[src/cife_pkg.sv]
// cife_pkg: register indices, bit positions, reset values and types
// for the core interrupt flag and enable unit.
// assumes: 8-bit register port driven by the processor core.
package cife_pkg;

    // register indices on the plain register port
    localparam logic [1:0] ADDR_CORE_CTRL  = 2'h0;
    localparam logic [1:0] ADDR_PERIPH_EN  = 2'h1;
    localparam logic [1:0] ADDR_PERIPH_FLG = 2'h2;
    localparam int         ADDR_W          = 2;
    localparam int         DATA_W          = 8;

    // core control register bit positions
    localparam int BIT_GIE   = 7;
    localparam int BIT_PGE   = 6;
    localparam int BIT_T8IE  = 5;
    localparam int BIT_EXTIE = 4;
    localparam int BIT_PCIE  = 3;
    localparam int BIT_T8IF  = 2;
    localparam int BIT_EXTIF = 1;
    localparam int BIT_PCIF  = 0;

    // peripheral enable / flag bit positions (same layout in both)
    localparam int BIT_CONV  = 6;
    localparam int BIT_CCMP  = 2;
    localparam int BIT_PMAT  = 1;
    localparam int BIT_T16   = 0;

    // implemented-bit mask of the peripheral registers, then reset values and a zero byte
    localparam logic [7:0] PERIPH_MASK   = 8'h47;
    localparam logic [7:0] CORE_RESET    = 8'h00;
    localparam logic [7:0] PERIPH_RESET  = 8'h00;
    localparam logic [7:0] ZERO_BYTE     = 8'h00;

    // capture/compare unit operating mode
    typedef enum logic [1:0] {
        CIFE_CCP_CAPTURE,
        CIFE_CCP_COMPARE,
        CIFE_CCP_PWM
    } cife_ccp_mode_e;

    // one-cycle event pulses from the peripherals
    typedef struct packed {
        logic timer8_overflow;
        logic ext_pin_edge;
        logic conversion_done;
        logic capture_event;
        logic compare_match;
        logic period_match;
        logic timer16_overflow;
    } cife_events_s;

endpackage : cife_pkg

[src/cife_unit.sv]
// cife_unit: interrupt flag and enable logic with one request to the core.
// assumes: peripheral event pulses are on i_mclk; the monitored port and
// the external interrupt pin come from pins and are synchronised here.
// register layout, 8 bits each, selected by i_addr
//   0 core control: enables in bits 7..3, sticky flags in bits 2..0
//   1 peripheral enable: bits 6,2,1,0 store, the rest read zero
//   2 peripheral flags: same layout as the enables; events only set
//   3 unmapped: reads zero, writes are dropped
//
// timing seen from the register port
//   a write lands on its strobe edge and a read one cycle later shows it
//   an event pulse sets its flag on the next edge; o_irq follows one later
//   pin changes pass two sync flops and an edge stage before the flag
//   pins are not edge-checked until three edges after reset release
//
// limitations
//   a software clear in the cycle of an event leaves the flag set, so a
//   handler that clears and returns may see the request again at once
//   the ext_pin_edge event bit is not used; the pin itself sets that flag
//
// Decided for this implementation: the plain strobed port and the placing of the registers.
`timescale 1ns/10ps
`default_nettype none

module cife_unit #(
    parameter int PORT_W = 4
) (
    input  wire logic                        i_mclk,
    input  wire logic                        i_rst,
    input  wire logic [cife_pkg::ADDR_W-1:0] i_addr,
    input  wire logic [cife_pkg::DATA_W-1:0] i_wdata,
    input  wire logic                        i_wr,
    input  wire logic                        i_rd,
    output logic      [cife_pkg::DATA_W-1:0] o_rdata,
    input  wire cife_pkg::cife_events_s      i_events,
    input  wire cife_pkg::cife_ccp_mode_e    i_ccp_mode,
    input  wire logic                        i_ext_irq_pin,
    input  wire logic                        i_ext_rising,
    input  wire logic [PORT_W-1:0]           i_monitored_port,
    input  wire logic [PORT_W-1:0]           i_per_pin_change_enables,
    output logic                             o_irq
);

    ////////////////////////////////////////////////////////////////////
    // pin synchronisers: first stage feeds only the second stage
    logic [PORT_W-1:0] port_s1_q;
    logic [PORT_W-1:0] port_s2_q;
    logic [PORT_W-1:0] port_last_q;
    logic              ext_s1_q;
    logic              ext_s2_q;
    logic              ext_last_q;
    logic              prime_a_q;
    logic              prime_b_q;
    logic              prime_c_q;

    // monitored port: two sync flops, then the previous-sample stage
    always_ff @(posedge i_mclk or posedge i_rst) begin
        if (i_rst) begin
            port_s1_q   <= '0;
            port_s2_q   <= '0;
            port_last_q <= '0;
        end else begin
            port_s1_q   <= i_monitored_port;
            port_s2_q   <= port_s1_q;
            port_last_q <= port_s2_q;
        end
    end

    // external pin: same chain as the port
    always_ff @(posedge i_mclk or posedge i_rst) begin
        if (i_rst) begin
            ext_s1_q   <= 1'b0;
            ext_s2_q   <= 1'b0;
            ext_last_q <= 1'b0;
        end else begin
            ext_s1_q   <= i_ext_irq_pin;
            ext_s2_q   <= ext_s1_q;
            ext_last_q <= ext_s2_q;
        end
    end

    // arming chain as deep as the pin chain: a pin held high through reset
    // would otherwise look like an edge while the last stage is still zero
    always_ff @(posedge i_mclk or posedge i_rst) begin
        if (i_rst) begin
            prime_a_q <= 1'b0;
            prime_b_q <= 1'b0;
            prime_c_q <= 1'b0;
        end else begin
            prime_a_q <= 1'b1;
            prime_b_q <= prime_a_q;
            prime_c_q <= prime_b_q;
        end
    end

    ////////////////////////////////////////////////////////////////////
    // event detection; edges ignored until the sync chain has real data
    logic [PORT_W-1:0] pin_changed;
    logic              pin_change_evt;
    logic              ext_evt;

    // per-pin change enables pick which pins count
    genvar g;
    generate
        for (g = 0; g < PORT_W; g++) begin : g_pin
            assign pin_changed[g] = (port_s2_q[g] ^ port_last_q[g])
                                    & i_per_pin_change_enables[g];
        end
    endgenerate

    assign pin_change_evt = prime_c_q & (|pin_changed);
    assign ext_evt        = prime_c_q & (i_ext_rising ? (ext_s2_q & ~ext_last_q)
                                                          : (~ext_s2_q & ext_last_q));

    ////////////////////////////////////////////////////////////////////
    // write decode
    logic wr_core;
    logic wr_pen;
    logic wr_pflg;

    assign wr_core = i_wr & (i_addr == cife_pkg::ADDR_CORE_CTRL);
    assign wr_pen  = i_wr & (i_addr == cife_pkg::ADDR_PERIPH_EN);
    assign wr_pflg = i_wr & (i_addr == cife_pkg::ADDR_PERIPH_FLG);

    ////////////////////////////////////////////////////////////////////
    // core control register: enables plus three sticky flags
    logic [cife_pkg::DATA_W-1:0] core_q;
    logic [cife_pkg::DATA_W-1:0] core_d;

    always_comb begin
        core_d = core_q;
        if (wr_core) begin
            core_d = i_wdata;
        end
        // hardware set after the write so a same-cycle set wins
        if (i_events.timer8_overflow) begin
            core_d[cife_pkg::BIT_T8IF] = 1'b1;
        end
        if (ext_evt) begin
            core_d[cife_pkg::BIT_EXTIF] = 1'b1;
        end
        if (pin_change_evt) begin
            core_d[cife_pkg::BIT_PCIF] = 1'b1;
        end
    end

    // pin-change flag bit is undefined at reset; zero chosen. the 8-bit
    // timer count lives outside this unit so reset never touches it
    always_ff @(posedge i_mclk or posedge i_rst) begin
        if (i_rst) begin
            core_q <= cife_pkg::CORE_RESET;
        end else begin
            core_q <= core_d;
        end
    end

    ////////////////////////////////////////////////////////////////////
    // peripheral enable register: only implemented bits store
    logic [cife_pkg::DATA_W-1:0] pen_q;

    always_ff @(posedge i_mclk or posedge i_rst) begin
        if (i_rst) begin
            pen_q <= cife_pkg::PERIPH_RESET;
        end else if (wr_pen) begin
            pen_q <= i_wdata & cife_pkg::PERIPH_MASK;
        end
    end

    ////////////////////////////////////////////////////////////////////
    // peripheral flag register: sticky, set beats clear
    logic [cife_pkg::DATA_W-1:0] pflg_q;
    logic [cife_pkg::DATA_W-1:0] pflg_d;
    logic [cife_pkg::DATA_W-1:0] pflg_set;
    logic                        ccp_evt;

    // pwm mode never raises the capture/compare flag
    always_comb begin
        case (i_ccp_mode)
            cife_pkg::CIFE_CCP_CAPTURE: ccp_evt = i_events.capture_event;
            cife_pkg::CIFE_CCP_COMPARE: ccp_evt = i_events.compare_match;
            cife_pkg::CIFE_CCP_PWM:     ccp_evt = 1'b0;
            default:                    ccp_evt = 1'b0;
        endcase
    end

    always_comb begin
        pflg_set = cife_pkg::ZERO_BYTE;
        pflg_set[cife_pkg::BIT_CONV] = i_events.conversion_done;
        pflg_set[cife_pkg::BIT_CCMP] = ccp_evt;
        pflg_set[cife_pkg::BIT_PMAT] = i_events.period_match;
        pflg_set[cife_pkg::BIT_T16]  = i_events.timer16_overflow;
        pflg_d = pflg_q;
        if (wr_pflg) begin
            pflg_d = i_wdata & cife_pkg::PERIPH_MASK;
        end
        pflg_d = pflg_d | pflg_set;
    end

    always_ff @(posedge i_mclk or posedge i_rst) begin
        if (i_rst) begin
            pflg_q <= cife_pkg::PERIPH_RESET;
        end else begin
            pflg_q <= pflg_d;
        end
    end

    ////////////////////////////////////////////////////////////////////
    // request combine
    logic core_term;
    logic periph_term;

    assign core_term =
        (core_q[cife_pkg::BIT_T8IE]  & core_q[cife_pkg::BIT_T8IF])
      | (core_q[cife_pkg::BIT_EXTIE] & core_q[cife_pkg::BIT_EXTIF])
      | (core_q[cife_pkg::BIT_PCIE]  & core_q[cife_pkg::BIT_PCIF]);

    // enable bits 6,2,1,0 line up with flag bits
    assign periph_term = core_q[cife_pkg::BIT_PGE] & (|(pen_q & pflg_q));

    // registered so the core sees a clean level
    always_ff @(posedge i_mclk or posedge i_rst) begin
        if (i_rst) begin
            o_irq <= 1'b0;
        end else begin
            o_irq <= core_q[cife_pkg::BIT_GIE] & (core_term | periph_term);
        end
    end

    ////////////////////////////////////////////////////////////////////
    // read data, one cycle after the read strobe, zero otherwise
    always_ff @(posedge i_mclk or posedge i_rst) begin
        if (i_rst) begin
            o_rdata <= cife_pkg::ZERO_BYTE;
        end else if (i_rd) begin
            case (i_addr)
                cife_pkg::ADDR_CORE_CTRL:  o_rdata <= core_q;
                cife_pkg::ADDR_PERIPH_EN:  o_rdata <= pen_q;
                cife_pkg::ADDR_PERIPH_FLG: o_rdata <= pflg_q;
                default:                   o_rdata <= cife_pkg::ZERO_BYTE;
            endcase
        end else begin
            o_rdata <= cife_pkg::ZERO_BYTE;
        end
    end

endmodule : cife_unit

`default_nettype wire

[config.mk]
export PLATFORM = sky130hd
export DESIGN_NAME = cife_unit
export DESIGN_NICKNAME = d
export VERILOG_FILES = /design/src/cife_pkg.sv /design/src/cife_unit.sv
export SDC_FILE = /design/constraint.sdc
export NUM_CORES = 1
export LEC_CHECK = 0
export BUFFER_PORTS_ARGS = -buffer_cell sky130_fd_sc_hd__buf_2
export CAP_MARGIN = 20
export CORE_AREA = 5 5 63 65
export DETAILED_ROUTE_END_ITERATION = 10
export DIE_AREA = 0 0 68 70
export PLACE_DENSITY = 0.74
export RECOVER_POWER = 100
export SLEW_MARGIN = 10
export SYNTH_ARGS = -nofsm -noshare
export SYNTH_HDL_FRONTEND = slang
export SYNTH_SLANG_ARGS = --single-unit
[constraint.sdc]
create_clock -name i_mclk -period 3 [get_ports i_mclk]
set_input_delay 0.6 -clock i_mclk [delete_from_list [all_inputs] [get_ports i_mclk]]
set_output_delay 0.6 -clock i_mclk [all_outputs]
set_load 0.01 [all_outputs]
==> flow_metrics.tcl <==
set metrics [dict create \
    ys_ff_latch 43 \
    clock_path_buffers 2 \
    critPathSlowestCell "and2_0" \
    cts_made_buffers 5 \
    vias 1025 \
    final_util_pct 58.10 \
    tritoncts "done" \
    avgSynthCellArea_sq_um 13.95 \
    drtIter0Drc 69 \
    clock_skew_ns 0.006499 \
    p_leak_nw 0.9130 \
    gr-total-overflow 0 \
    fin_crit_sh_pct 59.97 \
    grt_pass1_wl_mm 4.754 \
    rsz0062_at_grt "no" \
    diodes 0 \
    core.rowCount 21 \
    first_global_vias 1106 \
    grt_max_degree 44 \
    cp.arrival_ns 2.05 \
    drive_gt1_share_pct 29.63 \
    synth_cells 115 \
    clockRootBuffer "clkbuf_4" \
    port_buffers 40 \
    post-cts-setup-buffers 0 \
    stdcell_count 208 \
    maxSlewViolCount 0 \
    relSlewSlack_pct 57.92 \
    hp-class "input port to async pin" \
    fmax_ghz 0.5558 \
    startpoint "i_addr[1]" \
    period_minus_slack_ns 1.799 \
    synth_area_sq_um 1604 \
    dpl.hpwl_mm 2.153 \
    setup_viol 0 \
    drc 0 \
    max_stage_delay_ns 0.57 \
    synthDistinctLibCells 23 \
    drv_cap 0 \
    ios 42 \
    dpl.cell_count 200 \
    die_w_um 68 \
    finalHoldViolCount 0 \
    grt_use_met1_pct 15.16 \
    start_util_pct 48.84 \
    core_area_sq_um 3284 \
    tightest_slew_ns 0.6308 \
    insertion_delay_ns 0.36 \
    irDropWorstVdd_mv 0.3214 \
    hold_slack_ns 0.3317 \
    cts_hold_repair.buffers 0 \
    yosys_warnings 0 \
    r2r_start "port_last_q[2]" \
    grtUsageMet3_pct 5.449 \
    vias_per_cell 4.928 \
    tns_ns 0 \
    synth_nets 148 \
    critical_path_class "input port to flip-flop" \
    worstPathRequired_ns 3.25 \
    clk_pin_slew_ns 0.13 \
    gp_congestion 0.7809 \
    endpoint_kind "flip-flop" \
    ant_nets 0 \
    die_area_sq_um 4760 \
    grt.busiest_layer "met2" \
    power_density_nw_per_um2 606.5 \
    grtUsageMet2_pct 21.95 \
    dr.pass1.iters 7 \
    die_h_um 70 \
    wire_per_inst_um 13.57 \
    drt_wl_total_mm 2.823 \
    status "finished, final reports clean" \
    start_kind "input port" \
    cp_max_fo 11 \
    seq_area_frac_synth_pct 67.08 \
    cts_htree_levels 2 \
    worstPathCellList "clkbuf_1, nor2_1, and2_0, mux2_2" \
    cts_resized 0 \
    nets 194 \
    syn2layout_area_growth_pct 18.95 \
    antenna_found_initial 0 \
    cts_sinks 43 \
    grtUsageTotal_pct 13.61 \
]
==> critical path: cells and delay by family <==
kind,cells,cell delay [ns]
AND/OR/NAND/NOR,2,0.84
buffers and inverters,1,0.19
multiplexers,1,0.41
==> cell families after synthesis <==
family / share of synthesized area, %
buffers and inverters: 2.340
and+or+nand+nor: 9.360
AOI/OAI and AO/OA: 8.736
xor gates and xnor gates: 2.184
other: 0.2338
DFF: 67.08
muxes: 10.06
==> layout make-up <==
cell class	instances	area [sq um]
fill	289	1376
clock buffer	5	37.54
multi-input combinational	66	479.2
tap	46	57.56
timing repair buffer	41	195.2
clock inverter	3	47.55
inverter	4	15.01
sequential	43	1076
==> through the flow <==
| step | cell area [sq um] | power [mW] | worst slack (ns) |
|---|---|---|---|
| global route | 1908 | 1.229 | 1.058 |
| finish | 1908 | 1.157 | 1.201 |
| CTS | 1932 | 1.185 | 1.509 |
| detailed placement | 1847 | 0.8125 | 1.250 |
| floorplan | 1604 | 0.7545 | 1.397 |
| global placement | 1847 | 0.8031 | 1.297 |
==> synthesized netlist by cell type (all sizes together) <==
master  instances  area share [%]
and2b           1            0.55
and3            4             1.6
nand3b          1            0.47
dfrtp          43              67
nand2           8             1.9
mux2i           6             3.7
a22oi           2            0.94
a211o           4             2.2
o21ai           7             2.2
xor2            4             2.2
conb            1            0.23
inv             4            0.94
nor2b           3             1.2
a222oi          1            0.62
and2            5             2.1
a22o            2             1.1
mux2            9             6.3
a221o           2             1.2
buf             2             1.4
a21boi          1            0.47
nor2            5             1.6
==> state kept, by name (all words and copies together), names as in the netlist, 4 cells and up <==
signal       count
port_last_q      4
o_rdata          8
port_s2_q        4
pflg_q           4
core_q           8
port_s1_q        4
pen_q            4
==> layer usage <==
layer	share of wire (%)	wire [um]
met5	0	0
met4	2.0	56
met3	8.5	239
met2	51	1441
met1	39	1087
==> report_power, final <==
group | total [mW] | internal, mW | switching, mW
Combinational | 0.127 | 0.0685 | 0.0588
Clock | 0.364 | 0.180 | 0.184
Sequential | 0.666 | 0.632 | 0.0337
Total | 1.16 | 0.880 | 0.277
==> cells in the final DEF, fill, tap and decap left out, types with 2 or more instances in the layout <==
cell	instances
mux2i_1	6
buf_2	30
and2_0	4
mux2_2	9
nor2_1	5
o21ai_0	7
inv_1	4
a22o_1	2
clkbuf_1	10
nand2_1	8
a211o_1	4
nor2b_1	3
clkbuf_4	5
and3_1	4
a22oi_1	2
xor2_1	4
dfrtp_1	43
a221o_1	2
==> final timing paths <==
check	endpoint	slack, ns	depth (start not counted)
setup / recovery	core_q[4]	1.20	4
hold / removal	port_s1_q[1]	0.33	3
setup reg to reg	core_q[0]	1.80	4
hold reg to reg	port_s2_q[3]	0.36	0
max in group asynchronous	o_rdata[6]	2.31	3
min in group i_mclk	port_s1_q[0]	0.33	1
Note: power is estimated with default switching activity, not from simulation.
